[config.mk]
export PLATFORM = sky130hd
export DESIGN_NAME = dioec_top
export DESIGN_NICKNAME = d
export VERILOG_FILES = /design/src/hw/dioec_pkg.sv /design/src/hw/dioec_sync.sv /design/src/hw/dioec_top.sv
export SDC_FILE = /design/constraint.sdc
export NUM_CORES = 1
export LEC_CHECK = 0
export BUFFER_PORTS_ARGS = -buffer_cell sky130_fd_sc_hd__buf_2
export CAP_MARGIN = 25
export CORE_MARGIN = 4
export CORE_UTILIZATION = 37
export CTS_CLUSTER_SIZE = 20
export DETAILED_ROUTE_END_ITERATION = 12
export HOLD_SLACK_MARGIN = 0.03
export PLACE_DENSITY = 0.63
export SLEW_MARGIN = 30
export SYNTH_ARGS = -nofsm -noshare
export SYNTH_HDL_FRONTEND = slang
export SYNTH_SLANG_ARGS = --single-unit
[constraint.sdc]
create_clock -name clk_i -period 2.33 [get_ports clk_i]
set_input_delay 0 -clock clk_i [delete_from_list [all_inputs] [get_ports clk_i]]
set_output_delay 0 -clock clk_i [all_outputs]
set_load 0.005 [all_outputs]
[src/hw/dioec_pkg.sv]
package dioec_pkg;

   // ----------------------------------------------------------------
   // channel layout
   // ----------------------------------------------------------------
   localparam int unsigned DIOEC_NUM_CH    = 72;
   localparam int unsigned DIOEC_NUM_EDGE  = 64;
   localparam int unsigned DIOEC_NUM_LATCH = 8;
   localparam int unsigned DIOEC_DIR_W     = 10;
   localparam int unsigned DIOEC_GRP_LO    = 8;   // channels per low group
   localparam int unsigned DIOEC_GRP_HI    = 4;   // channels per high group
   localparam int unsigned DIOEC_SUM_W     = 16;  // channels per summary bit
   localparam int unsigned DIOEC_ADDR_W    = 8;

   // ----------------------------------------------------------------
   // register offsets
   // ----------------------------------------------------------------
   localparam logic [7:0] DIOEC_OFS_PORT0 = 8'h00;
   localparam logic [7:0] DIOEC_OFS_PORT1 = 8'h04;
   localparam logic [7:0] DIOEC_OFS_PORT2 = 8'h08;
   localparam logic [7:0] DIOEC_OFS_RO0C  = 8'h0c;
   localparam logic [7:0] DIOEC_OFS_RO10  = 8'h10;
   localparam logic [7:0] DIOEC_OFS_FLAG0 = 8'h14;
   localparam logic [7:0] DIOEC_OFS_FLAG1 = 8'h18;
   localparam logic [7:0] DIOEC_OFS_EDGE0 = 8'h1c;
   localparam logic [7:0] DIOEC_OFS_EDGE1 = 8'h20;
   localparam logic [7:0] DIOEC_OFS_ARM0  = 8'h24;
   localparam logic [7:0] DIOEC_OFS_ARM1  = 8'h28;
   localparam logic [7:0] DIOEC_OFS_IEN0  = 8'h2c;
   localparam logic [7:0] DIOEC_OFS_IEN1  = 8'h30;
   localparam logic [7:0] DIOEC_OFS_CTRL  = 8'h34;

   // ----------------------------------------------------------------
   // control register field positions
   // ----------------------------------------------------------------
   localparam int unsigned DIOEC_BIT_ARM     = 15;
   localparam int unsigned DIOEC_BIT_GIE     = 16;
   localparam int unsigned DIOEC_BIT_LOE     = 17;
   localparam int unsigned DIOEC_CAP_LSB     = 21;
   localparam int unsigned DIOEC_REQ_LSB     = 25;
   localparam int unsigned DIOEC_BIT_GREQ    = 31;

   // ----------------------------------------------------------------
   // reset values
   // ----------------------------------------------------------------
   localparam logic [9:0]  DIOEC_RST_DIR  = 10'h000;
   localparam logic        DIOEC_RST_GIE  = 1'b0;
   localparam logic        DIOEC_RST_LOE  = 1'b0;
   localparam logic [63:0] DIOEC_RST_IEN  = 64'h0000_0000_0000_0000;
   localparam logic [63:0] DIOEC_RST_ARM  = 64'h0000_0000_0000_0000;
   localparam logic [63:0] DIOEC_RST_EDGE = 64'h0000_0000_0000_0000;
   localparam logic [71:0] DIOEC_RST_OUT  = 72'h00_0000_0000_0000_0000;

   // ----------------------------------------------------------------
   // carriers
   // ----------------------------------------------------------------
   typedef struct packed {
      logic        wr;
      logic        rd;
      logic [7:0]  addr;
      logic [31:0] wdata;
   } dioec_req_type;

   typedef struct packed {
      logic        rvalid;
      logic [31:0] rdata;
   } dioec_rsp_type;

   typedef struct packed {
      logic [71:0] outreg;    // output registers
      logic [9:0]  dir;       // direction group bits
      logic        arm_set;   // arm write polarity
      logic        global_irq_enable;       // global_irq_enable
      logic        latch_output_mode;       // latch_output_mode
      logic [63:0] edge_sel;  // 0 rising, 1 falling
      logic [63:0] arm;       // capture arming
      logic [63:0] cap;       // capture flags
      logic [63:0] ien;       // per-channel irq enables
      logic [63:0] prev_pin;  // previous synced level
      logic [7:0]  hold;      // latched channels 64-71
      logic        prev_latch;
      dioec_rsp_type rsp;
   } dioec_state_type;

endpackage

[src/hw/dioec_sync.sv]
`timescale 1ns/1ps
`default_nettype none

module dioec_sync
   import dioec_pkg::*;
#(
   parameter int unsigned WIDTH = 1
) (
   input  wire logic             clk_i,
   input  wire logic             nrst_i,
   input  wire logic [WIDTH-1:0] d_i,
   output logic      [WIDTH-1:0] q_o
);

   typedef struct packed {
      logic [WIDTH-1:0] meta;
      logic [WIDTH-1:0] sync;
   } dioec_sync_type;

   dioec_sync_type s_r;
   dioec_sync_type s_nxt;

   // ----------------------------------------------------------------
   // two-stage synchroniser
   // ----------------------------------------------------------------
   // first stage feeds only the second
   always_comb begin
      s_nxt.meta = d_i;
      s_nxt.sync = s_r.meta;
   end

   // state register
   always_ff @(posedge clk_i) begin
      if (!nrst_i) begin
         s_r <= '0;
      end else begin
         s_r <= s_nxt;
      end
   end

   assign q_o = s_r.sync;

   // a zero-width synchroniser has nothing to carry
   if (WIDTH == 0) begin : g_width_check
      $error("dioec_sync: WIDTH must be nonzero");
   end

endmodule

`default_nettype wire

[src/hw/dioec_top.sv]
// Overview of operation
// - reset clears global_irq_enable, no interrupt request leaves the block.
// - reset clears every per-channel interrupt enable bit.
// - reset clears all direction bits, all 72 channels become inputs.
// - reset clears latch_output_mode, channels 64-71 act as plain I/O.
// - status_led is lit while latch_output_mode is clear.
// - channels 0-63 form eight groups of eight, one direction bit each.
// - channels 64-71 form two groups of four, one direction bit each.
// - direction bits 9..0 at offset 0x34, bit 0 is channels 0-7.
// - direction bit zero means inputs, one means driven outputs.
// - a group turned output drives its already held output register.
// - port read returns pin level for inputs (held value for 64-71 in latch mode), output register else.
// - port data pass uninverted in both directions.
// - channels 0-31 at 0x00, 32-63 at 0x04, 64-71 at 0x08.
// - latch mode applies to all eight channels 64-71 together.
// - latch strobe captures inputs 64-71, held for later host reads.
// - in latch mode outputs 64-71 float unless output gate is asserted.
// - captured edge requests interrupt only if enabled, and sets its flag.
// - each input channel 0-63 selects rising or falling edge capture.
// - summary status bits of the control register ignore host writes.
// - capture arming at 0x24 and 0x28, readable and writable.
// - interrupt flags read-only at 0x14 and 0x18, enables at 0x2c and 0x30.
// - latch strobe capture happens on its high-to-low transition.
// - edge select zero picks rising, one picks falling.
// - latch_output_mode is bit 17 and global_irq_enable bit 16 of 0x34.
// - clear global_irq_enable blocks every interrupt to the host.
`timescale 1ns/1ps
`default_nettype none

module dioec_top
   import dioec_pkg::*;
#(
   parameter int unsigned NUM_CH   = DIOEC_NUM_CH,
   parameter int unsigned NUM_EDGE = DIOEC_NUM_EDGE
) (
   input  wire logic          clk_i,
   input  wire logic          nrst_i,
   input  wire dioec_req_type reg_req_i,
   output dioec_rsp_type      reg_rsp_o,
   input  wire logic [71:0]   gpio_in_i,
   output logic      [71:0]   gpio_out_o,
   output logic      [71:0]   gpio_oe_o,
   input  wire logic          latch_strobe_i,
   input  wire logic          output_gate_strobe_n_i,
   output logic               status_led_o,
   output logic               irq_o
);

   // ----------------------------------------------------------------
   // elaboration checks
   // ----------------------------------------------------------------
   // the channel map is fixed, other counts cannot be served
   if (NUM_CH != DIOEC_NUM_CH) begin : g_ch_check
      $error("dioec_top: NUM_CH must be 72");
   end
   if (NUM_EDGE != DIOEC_NUM_EDGE) begin : g_edge_check
      $error("dioec_top: NUM_EDGE must be 64");
   end

   // ----------------------------------------------------------------
   // helper functions
   // ----------------------------------------------------------------
   // expand direction bits into a per-channel enable mask
   function automatic logic [71:0] dir_mask(input logic [9:0] dir);
      logic [71:0] m;
      m = '0;
      for (int g = 0; g < 8; g++) begin
         m[g*DIOEC_GRP_LO +: DIOEC_GRP_LO] = {DIOEC_GRP_LO{dir[g]}};
      end
      m[64 +: DIOEC_GRP_HI] = {DIOEC_GRP_HI{dir[8]}};
      m[68 +: DIOEC_GRP_HI] = {DIOEC_GRP_HI{dir[9]}};
      return m;
   endfunction

   // per-bit choice of pin level or output register
   function automatic logic [31:0] port_mix(input logic [31:0] pin,
                                            input logic [31:0] outv,
                                            input logic [31:0] isout);
      return (pin & ~isout) | (outv & isout);
   endfunction

   // reduce 64 channels into four 16-channel summary bits
   function automatic logic [3:0] bank_or(input logic [63:0] v);
      logic [3:0] r;
      r = '0;
      for (int b = 0; b < 4; b++) begin
         r[b] = |v[b*DIOEC_SUM_W +: DIOEC_SUM_W];
      end
      return r;
   endfunction

   // ----------------------------------------------------------------
   // pin synchronisers
   // ----------------------------------------------------------------
   logic [73:0] sync_q;
   logic [71:0] pin_s;
   logic        latch_s;
   logic        gate_n_s;

   dioec_sync #(
      .WIDTH (74)
   ) u_sync (
      .clk_i  (clk_i),
      .nrst_i (nrst_i),
      .d_i    ({output_gate_strobe_n_i, latch_strobe_i, gpio_in_i}),
      .q_o    (sync_q)
   );

   assign pin_s    = sync_q[71:0];
   assign latch_s  = sync_q[72];
   assign gate_n_s = sync_q[73];

   // ----------------------------------------------------------------
   // state
   // ----------------------------------------------------------------
   dioec_state_type s_r;
   dioec_state_type s_nxt;

   logic [71:0] out_mask;
   logic [63:0] rise;
   logic [63:0] fall;
   logic [63:0] hit;
   logic [63:0] flags;
   logic [3:0]  bank_req;
   logic [3:0]  bank_cap;
   logic        glob_req;
   logic        latch_fall;
   logic [7:0]  hi_in;
   logic [31:0] ctrl_rd;

   // ----------------------------------------------------------------
   // derived signals
   // ----------------------------------------------------------------
   // direction mask and edge detection
   assign out_mask = dir_mask(s_r.dir);
   assign rise     = pin_s[63:0] & ~s_r.prev_pin;
   assign fall     = ~pin_s[63:0] & s_r.prev_pin;
   // pick edge per channel, only armed channels capture
   assign hit = ((rise & ~s_r.edge_sel) | (fall & s_r.edge_sel))
              & s_r.arm;

   // interrupt flags and summaries
   assign flags    = s_r.cap & s_r.ien;
   assign bank_req = bank_or(flags);
   assign bank_cap = bank_or(s_r.cap);
   assign glob_req = s_r.global_irq_enable & (|flags);

   // latch strobe falling edge, all eight channels together
   assign latch_fall = s_r.latch_output_mode & s_r.prev_latch & ~latch_s;

   // input view of channels 64-71
   assign hi_in = s_r.latch_output_mode ? s_r.hold : pin_s[71:64];

   // control register read view, status bits are live
   always_comb begin
      ctrl_rd                     = 32'h0000_0000;
      ctrl_rd[DIOEC_DIR_W-1:0]    = s_r.dir;
      ctrl_rd[DIOEC_BIT_ARM]      = s_r.arm_set;
      ctrl_rd[DIOEC_BIT_GIE]      = s_r.global_irq_enable;
      ctrl_rd[DIOEC_BIT_LOE]      = s_r.latch_output_mode;
      ctrl_rd[DIOEC_CAP_LSB +: 4] = bank_cap;
      ctrl_rd[DIOEC_REQ_LSB +: 4] = bank_req;
      ctrl_rd[DIOEC_BIT_GREQ]     = glob_req;
   end

   // ----------------------------------------------------------------
   // next state
   // ----------------------------------------------------------------
   always_comb begin
      s_nxt = s_r;
      s_nxt.rsp.rvalid = 1'b0;
      s_nxt.prev_pin   = pin_s[63:0];
      s_nxt.prev_latch = latch_s;

      // host writes
      if (reg_req_i.wr) begin
         case (reg_req_i.addr)
            DIOEC_OFS_PORT0: begin
               s_nxt.outreg[31:0] = reg_req_i.wdata;
            end
            DIOEC_OFS_PORT1: begin
               s_nxt.outreg[63:32] = reg_req_i.wdata;
            end
            DIOEC_OFS_PORT2: begin
               s_nxt.outreg[71:64] = reg_req_i.wdata[7:0];
            end
            DIOEC_OFS_EDGE0: begin
               s_nxt.edge_sel[31:0] = reg_req_i.wdata;
            end
            DIOEC_OFS_EDGE1: begin
               s_nxt.edge_sel[63:32] = reg_req_i.wdata;
            end
            DIOEC_OFS_ARM0: begin
               // ones in the word arm or disarm by the arm polarity bit
               if (s_r.arm_set) begin
                  s_nxt.arm[31:0] = s_r.arm[31:0] | reg_req_i.wdata;
               end else begin
                  s_nxt.arm[31:0] = s_r.arm[31:0] & ~reg_req_i.wdata;
               end
            end
            DIOEC_OFS_ARM1: begin
               if (s_r.arm_set) begin
                  s_nxt.arm[63:32] = s_r.arm[63:32] | reg_req_i.wdata;
               end else begin
                  s_nxt.arm[63:32] = s_r.arm[63:32] & ~reg_req_i.wdata;
               end
            end
            DIOEC_OFS_IEN0: begin
               s_nxt.ien[31:0] = reg_req_i.wdata;
            end
            DIOEC_OFS_IEN1: begin
               s_nxt.ien[63:32] = reg_req_i.wdata;
            end
            DIOEC_OFS_CTRL: begin
               // summary bits are not writable
               s_nxt.dir     = reg_req_i.wdata[DIOEC_DIR_W-1:0];
               s_nxt.arm_set = reg_req_i.wdata[DIOEC_BIT_ARM];
               s_nxt.global_irq_enable     = reg_req_i.wdata[DIOEC_BIT_GIE];
               s_nxt.latch_output_mode     = reg_req_i.wdata[DIOEC_BIT_LOE];
            end
            default: begin
               // read-only or unmapped: write ignored
            end
         endcase
      end

      // capture flags: disarm clears, a new edge wins over the clear
      s_nxt.cap = (s_r.cap & s_nxt.arm) | hit;

      // latch holding register
      if (latch_fall) begin
         s_nxt.hold = pin_s[71:64];
      end

      // host reads, data registered
      if (reg_req_i.rd) begin
         s_nxt.rsp.rvalid = 1'b1;
         case (reg_req_i.addr)
            DIOEC_OFS_PORT0: begin
               s_nxt.rsp.rdata = port_mix(pin_s[31:0], s_r.outreg[31:0],
                                          out_mask[31:0]);
            end
            DIOEC_OFS_PORT1: begin
               s_nxt.rsp.rdata = port_mix(pin_s[63:32], s_r.outreg[63:32],
                                          out_mask[63:32]);
            end
            DIOEC_OFS_PORT2: begin
               s_nxt.rsp.rdata = port_mix({24'h000000, hi_in},
                                          {24'h000000, s_r.outreg[71:64]},
                                          {24'h000000, out_mask[71:64]});
            end
            DIOEC_OFS_FLAG0: begin
               s_nxt.rsp.rdata = flags[31:0];
            end
            DIOEC_OFS_FLAG1: begin
               s_nxt.rsp.rdata = flags[63:32];
            end
            DIOEC_OFS_EDGE0: begin
               s_nxt.rsp.rdata = s_r.edge_sel[31:0];
            end
            DIOEC_OFS_EDGE1: begin
               s_nxt.rsp.rdata = s_r.edge_sel[63:32];
            end
            DIOEC_OFS_ARM0: begin
               s_nxt.rsp.rdata = s_r.arm[31:0];
            end
            DIOEC_OFS_ARM1: begin
               s_nxt.rsp.rdata = s_r.arm[63:32];
            end
            DIOEC_OFS_IEN0: begin
               s_nxt.rsp.rdata = s_r.ien[31:0];
            end
            DIOEC_OFS_IEN1: begin
               s_nxt.rsp.rdata = s_r.ien[63:32];
            end
            DIOEC_OFS_CTRL: begin
               s_nxt.rsp.rdata = ctrl_rd;
            end
            default: begin
               s_nxt.rsp.rdata = 32'h0000_0000; // unmapped and 0x0c, 0x10
            end
         endcase
      end
   end

   // ----------------------------------------------------------------
   // state register
   // ----------------------------------------------------------------
   // every control bit gets a defined value after reset
   always_ff @(posedge clk_i) begin
      if (!nrst_i) begin
         s_r.outreg     <= DIOEC_RST_OUT;
         s_r.dir        <= DIOEC_RST_DIR;
         s_r.arm_set    <= 1'b0;
         s_r.global_irq_enable        <= DIOEC_RST_GIE;
         s_r.latch_output_mode        <= DIOEC_RST_LOE;
         s_r.edge_sel   <= DIOEC_RST_EDGE;
         s_r.arm        <= DIOEC_RST_ARM;
         s_r.cap        <= 64'h0000_0000_0000_0000;
         s_r.ien        <= DIOEC_RST_IEN;
         s_r.prev_pin   <= 64'h0000_0000_0000_0000;
         s_r.hold       <= 8'h00;
         s_r.prev_latch <= 1'b0;
         s_r.rsp        <= '0;
      end else begin
         s_r <= s_nxt;
      end
   end

   // ----------------------------------------------------------------
   // outputs
   // ----------------------------------------------------------------
   // output data straight from the output registers
   assign gpio_out_o = s_r.outreg;

   // drivers follow direction, high channels gated in latch mode
   always_comb begin
      gpio_oe_o = out_mask;
      if (s_r.latch_output_mode && gate_n_s) begin
         gpio_oe_o[71:64] = 8'h00;
      end
   end

   // led lit while latch mode is off
   assign status_led_o = ~s_r.latch_output_mode;

   // host interrupt request
   assign irq_o = glob_req;

   // register bus answer
   assign reg_rsp_o = s_r.rsp;

endmodule

`default_nettype wire

Word-level counts from Yosys, hierarchy flattened

Cells that the tools add are included.

Bits in registers: 595
Input port bits: 118
Output and inout port bits: 179

Equality and inequality tests: 11
Mux-type cells: 9
Bitwise operators: 34
Reduce and logical (&&, ||, !) cells: 19

Operators by type and width:

| kind                                                             | count |
|---|---|
| 64-bit bitwise AND                                               | 7 |
| 32-bit case mux with 12 select lines                             | 1 |
| 32-bit bitwise AND                                               | 6 |
| 64-bit NOT                                                       | 3 |
| 32-bit 2-to-1 mux                                                | 4 |
| 32-bit OR                                                        | 4 |
| 64-bit OR                                                        | 2 |
| 16-bit OR reduction                                              | 8 |
| 32-bit NOT                                                       | 3 |
| 64-bit 2-to-1 mux                                                | 1 |
| 64-bit OR reduction                                              | 1 |
| 8-bit by 6-bit == test with 1-bit output (second input constant) | 6 |
| 33-bit 2-to-1 mux                                                | 1 |
| 8-bit by 32-bit bitwise AND with 32-bit output                   | 1 |
| 8-bit NOT with 32-bit output                                     | 1 |
| 32-bit by 8-bit OR with 32-bit output                            | 1 |
| 8-bit by 5-bit == test with 1-bit output (second input constant) | 3 |
| 8-bit 2-to-1 mux                                                 | 2 |
| 2-bit AND reduction                                              | 8 |
| 8-bit bitwise AND                                                | 1 |
| 8-bit by 3-bit == test with 1-bit output (second input constant) | 1 |
| 8-bit by 4-bit == test with 1-bit output (second input constant) | 1 |
| 8-bit logical NOT                                                | 1 |
| 1-bit bitwise AND                                                | 3 |
| 2 further kinds                                                  | 3 |

Longest topological paths before layout

Depth after elaboration: 7
Mapped depth: 10
Mapped depth without buffers: 6

Hierarchy

Synthesis repeated with hierarchy kept, for this count alone.

Cells, all modules: 3059
Area total of the unflattened synthesis: 26386.6 µm²

By module, submodules not included:

| module     | times used | cells an instance | area an instance (µm²) | sequential area each (µm²) |
|---|---|---|---|---|
| dioec_top  | 1          | 2747              | 22333.9                | 8948.6 |
| dioec_sync | 1          | 312               | 4052.6                 | 2962.8 |

Least setup slack after synthesis

OpenSTA, ideal clock, no wires.

Path kind: register to register
Start point: reg s_r, in the netlist gpio_oe_o[24]
End point: reg s_r, in the netlist reg_rsp_o[24]
Arrival: 1796 ps
Required time: 2213 ps
Slack: 417 ps
Stages on the path, launching flop included: 8
Path buffers: 1
Period minus slack after synthesis: 1913 ps
Path through: dfxtp_1 -> clkbuf_1 -> mux2_2 -> a22oi_1 -> o32ai_1 -> a21oi_1 -> nand3_1 -> a22o_1

Word-level cells in the longest chain between the ends: 4
Elaborated cells between the ends (all ways): 5
Classes of those cells: mux: 1; bitwise: 4

RTL lines:

| item                                     | RTL line         | RTL |
|---|---|---|
| start, declared                          | dioec_top.sv:116 | `dioec_state_type s_r;` |
| start signal, assigned                   | dioec_top.sv:306 | `s_r <= s_nxt;` |
| 32-bit NOT                               | dioec_top.sv:79  | `return (pin & ~isout) \| (outv & isout);` |
| 32-bit bitwise AND                       | dioec_top.sv:79  |  |
| 32-bit OR (*)                            | dioec_top.sv:79  |  |
| 32-bit case mux with 12 select lines (*) | dioec_top.sv:238 | `case (reg_req_i.addr)` |

Every way passes the cells marked *; elsewhere a longest branch is shown, timed or not.
A chain may end at the register's enable or synchronous reset.

Final worst setup path

Start point: reg s_r[220] (netlist bit)
End point: out irq_o

Word-level cells in the longest chain between the ends: 3

RTL lines:

| item                | RTL line         | RTL |
|---|---|---|
| 64-bit bitwise AND  | dioec_top.sv:143 | `assign flags = s_r.cap & s_r.ien;` |
| 64-bit OR reduction | dioec_top.sv:146 | `assign glob_req = s_r.global_irq_enable & (\|flags);` |
| 1-bit bitwise AND   | dioec_top.sv:146 |  |
| end, declared       | dioec_top.sv:46  | `output logic irq_o` |

Every way passes these cells.

==> results_dict.tcl <==
set metrics [dict create \
    syn-cell-area_sq_mm 0.0261 \
    cts_tree "built" \
    p_clk_share_pct 48.8 \
    yosysTopAreaCellShare_pct 45.6 \
    dr.pass1.iters 6 \
    rsz0062_at_grt "false" \
    start_util_pct 37.3 \
    synth_ff_type "dfxtp_1" \
    ys_seq_elements 595 \
    hold_path_depth 3 \
    layout-drive-gt1-share_pct 18.5 \
    port_buffers 296 \
    cpMostUsedCell "nand4_1" \
    clock_path_buffers 3 \
    period_minus_slack_ps 2280 \
    drc 0 \
    fp.dieH_microns 274 \
    layout_commonest_cell "nand2_1" \
    end_kind "primary output" \
    p_leak_nw 12.0 \
    crit_chain "a22oi_1 -> nand4_1 -> nor3_1 -> nand4_1 -> and2_4 -> buf_2" \
    setup_viol 0 \
    vias_per_cell 5.32 \
    hold_viol_final 0 \
    antenna_found_initial 6 \
    r2r-start "gpio_oe_o[24]" \
    mostFrequentLayoutCells "nand2_1 (700), dfxtp_1 (585), buf_2 (295)" \
    hold_class "primary input to flip-flop" \
    dp_slack_ps 31.8 \
    die-area_sq_mm 0.0750 \
    gp_congestion 0.997 \
    overflow 0 \
    yosys_warnings 0 \
    synthDistinctLibCells 59 \
    cp.arrival_ps 2280 \
    relSlewSlack_pct 52.9 \
    die_w_microns 274 \
    p_int_mw 17.4 \
    syn_area_per_cell_sq_um 8.68 \
    nFillCells 6815 \
    clockRootBuffer "clkbuf_16" \
    insertion_delay_ps 630 \
    dpl.hpwl_mm 69.8 \
    powerDensity_mw_per_mm2 717 \
    synth_top_area_cell "dfxtp_1" \
    p_comb_share_pct 4.9 \
    area_growth_pct 20.0 \
    regArea_sq_mm 0.0119 \
    worst_ep_required_time_ps 2330 \
    path_clk_slew_ps 60 \
    grt_start_max_net_pins 136 \
    worst_pin_slew_ps 706 \
    cts_made_buffers 67 \
    ir_drop_mv 0.468 \
    synth_area_leaders "dfxtp_1 (46%), nand2_1 (10%), a21boi_0 (5.7%)" \
    setup.worst_path.class "flip-flop to primary output" \
    switchingPower_mw 5.11 \
    syn_inst 3013 \
    finalSetupTns_ps 0 \
    finalMaxSlewViolations 0 \
    drt-total-wl_mm 97.8 \
    fin_nets 3356 \
    hold_path_startpoint "gpio_in_i[1]" \
    synthArstFlopShare_pct 0 \
    drt.antenna.violating_nets 0 \
    multiInputGateArea_sq_mm 0.0120 \
    slowest_delay_ps 370 \
    seqPwrFrac_pct 46.3 \
    netSwitchingFraction_pct 22.7 \
    vias 22500 \
    track_usage_pct 25.4 \
    finalCritPeriodShare_pct 97.9 \
    grt_pass1_wl_mm 143 \
    drt-initial-drc-count 2676 \
    synth_fp_nets 3131 \
    avgRoutedWirePerCell_microns 23.1 \
    outcome "completed" \
    cp_max_fo 4 \
    num_io_pins 297 \
    fmax_mhz 438 \
    start_kind "flip-flop" \
    holdPathEnd "u_sync.s_nxt[1]" \
    seq_area_frac_synth_pct 45.6 \
    core_region_area_sq_mm 0.0700 \
    crit_buf_inv 1 \
    r2r_slack_ps 90 \
    ff2ff_path_depth 6 \
    synth-edff-count 0 \
    htree_levels 3 \
    grt_pass1_vias 21000 \
    critical-path-top-delay-family "simple AND/OR/NAND/NOR gates" \
    cp_slowest_cell "dfxtp_1" \
    fin_ws_ps 49.0 \
    skew_ps 30.9 \
    clock_sinks 595 \
    reg2reg_to "reg_rsp_o[27]" \
    max_cap_violations 0 \
    rows 97 \
]
[through the flow]
| step | instances | utilization [%] | hold WS (ps) | power (mW) | instance area (sq um) |
|---|---|---|---|---|---|
| 4_1_cts | 4226 | 44.7 | 78.9 | 22.7 | 31300 |
| 6_report | 4231 | 44.8 | 112 | 22.5 | 31400 |
| 2_1_floorplan | 3013 | - | 122 | 11.1 | 26100 |
| 3_3_place_gp | 3990 | 39.7 | 206 | 11.6 | 27800 |
| 3_5_place_dp | 3990 | 39.7 | 208 | 11.6 | 27800 |
| 5_1_grt | 4227 | 44.8 | 120 | 23.2 | 31400 |
[synthesized netlist by cell type (5+ instances only)]
library cell / instances
a211oi_1: 7
a21boi_0: 197
a21boi_1: 23
a21boi_2: 10
a21o_1: 11
a21oi_1: 39
a221oi_1: 9
a22o_1: 18
a22oi_1: 68
a32o_1: 69
a32oi_1: 13
and2_1: 216
and3_1: 20
buf_1: 12
buf_2: 52
buf_4: 188
clkbuf_1: 148
dfxtp_1: 595
inv_1: 15
mux2_2: 14
mux2i_1: 136
nand2_1: 700
nand3_1: 43
nand4_1: 10
nor2_1: 97
nor2b_1: 66
nor3_1: 8
nor4_1: 21
o21ai_0: 112
o21ai_1: 5
o22ai_1: 37
[how the worst max path moves through the flow]
stage,from,end,cells past startpoint
5_1_grt,s_r[217],irq_o,7
3_5_place_dp,gpio_oe_o[56],reg_rsp_o[25],5
4_1_cts,s_r[217],irq_o,7
6_report,s_r[220],irq_o,6
3_3_place_gp,gpio_oe_o[24],reg_rsp_o[27],6
2_1_floorplan,gpio_oe_o[24],reg_rsp_o[24],7
[cell type report]
type | count | area share (%)
Timing Repair Buffer | 557 | 12.5
Antenna cell | 4 | 0.0319
Inverter | 15 | 0.180
Sequential cell | 595 | 38.0
Multi-Input combinational cell | 2002 | 38.2
Tap cell | 940 | 3.75
Clock inverter | 19 | 0.898
Clock buffer | 99 | 6.41
[repair_timing]
item                       4_1_cts  5_1_grt
resized for setup                5       13
pin swaps                        1        2
hold endpoints to repair       418        0
hold buffers                   118        0
buffers inserted                 0        1
setup endpoints to repair        1        4
[state kept, by name, summed over array words and instances (netlist names)]
signal and flops:
s_r 329, u_sync.q_o 74, u_sync.s_nxt 74, gpio_out_o 72, reg_rsp_o 33, gpio_oe_o 8
ctrl_rd 5
[worst min-delay path, stage by stage]
cell and delay (ps):
dlygate4sd3_1 510, buf_2 90, and2_1 100
[cells by family after synthesis]
group	after synthesis	synth area share, %
AND/OR/NAND/NOR	1203	21.4
flip-flops	595	45.6
AO/OA/AOI/OAI	645	18.0
multiplexers	154	6.15
buffers and inverters	416	8.95
[routing by layer]
metal  part of all wire, %  track usage (%)  vias to the layer above
met5                     0                0                        -
met4                   4.0             10.1                        0
met3                   8.6             4.48                      215
met2                    43             38.5                     1053
met1                    44             36.0                    10700
li1                      -                -                    10600
[power by group through the flow]
stage	registers [mW]	clock network (mW)	logic, mW
after floorplan	10.6	0	0.530
after global placement	10.6	0	0.932
after detailed placement	10.6	0	0.932
after CTS	10.4	11.2	1.09
after global routing	10.4	11.6	1.17
final	10.4	11.0	1.10
Note: power is estimated with default switching activity, not from simulation.
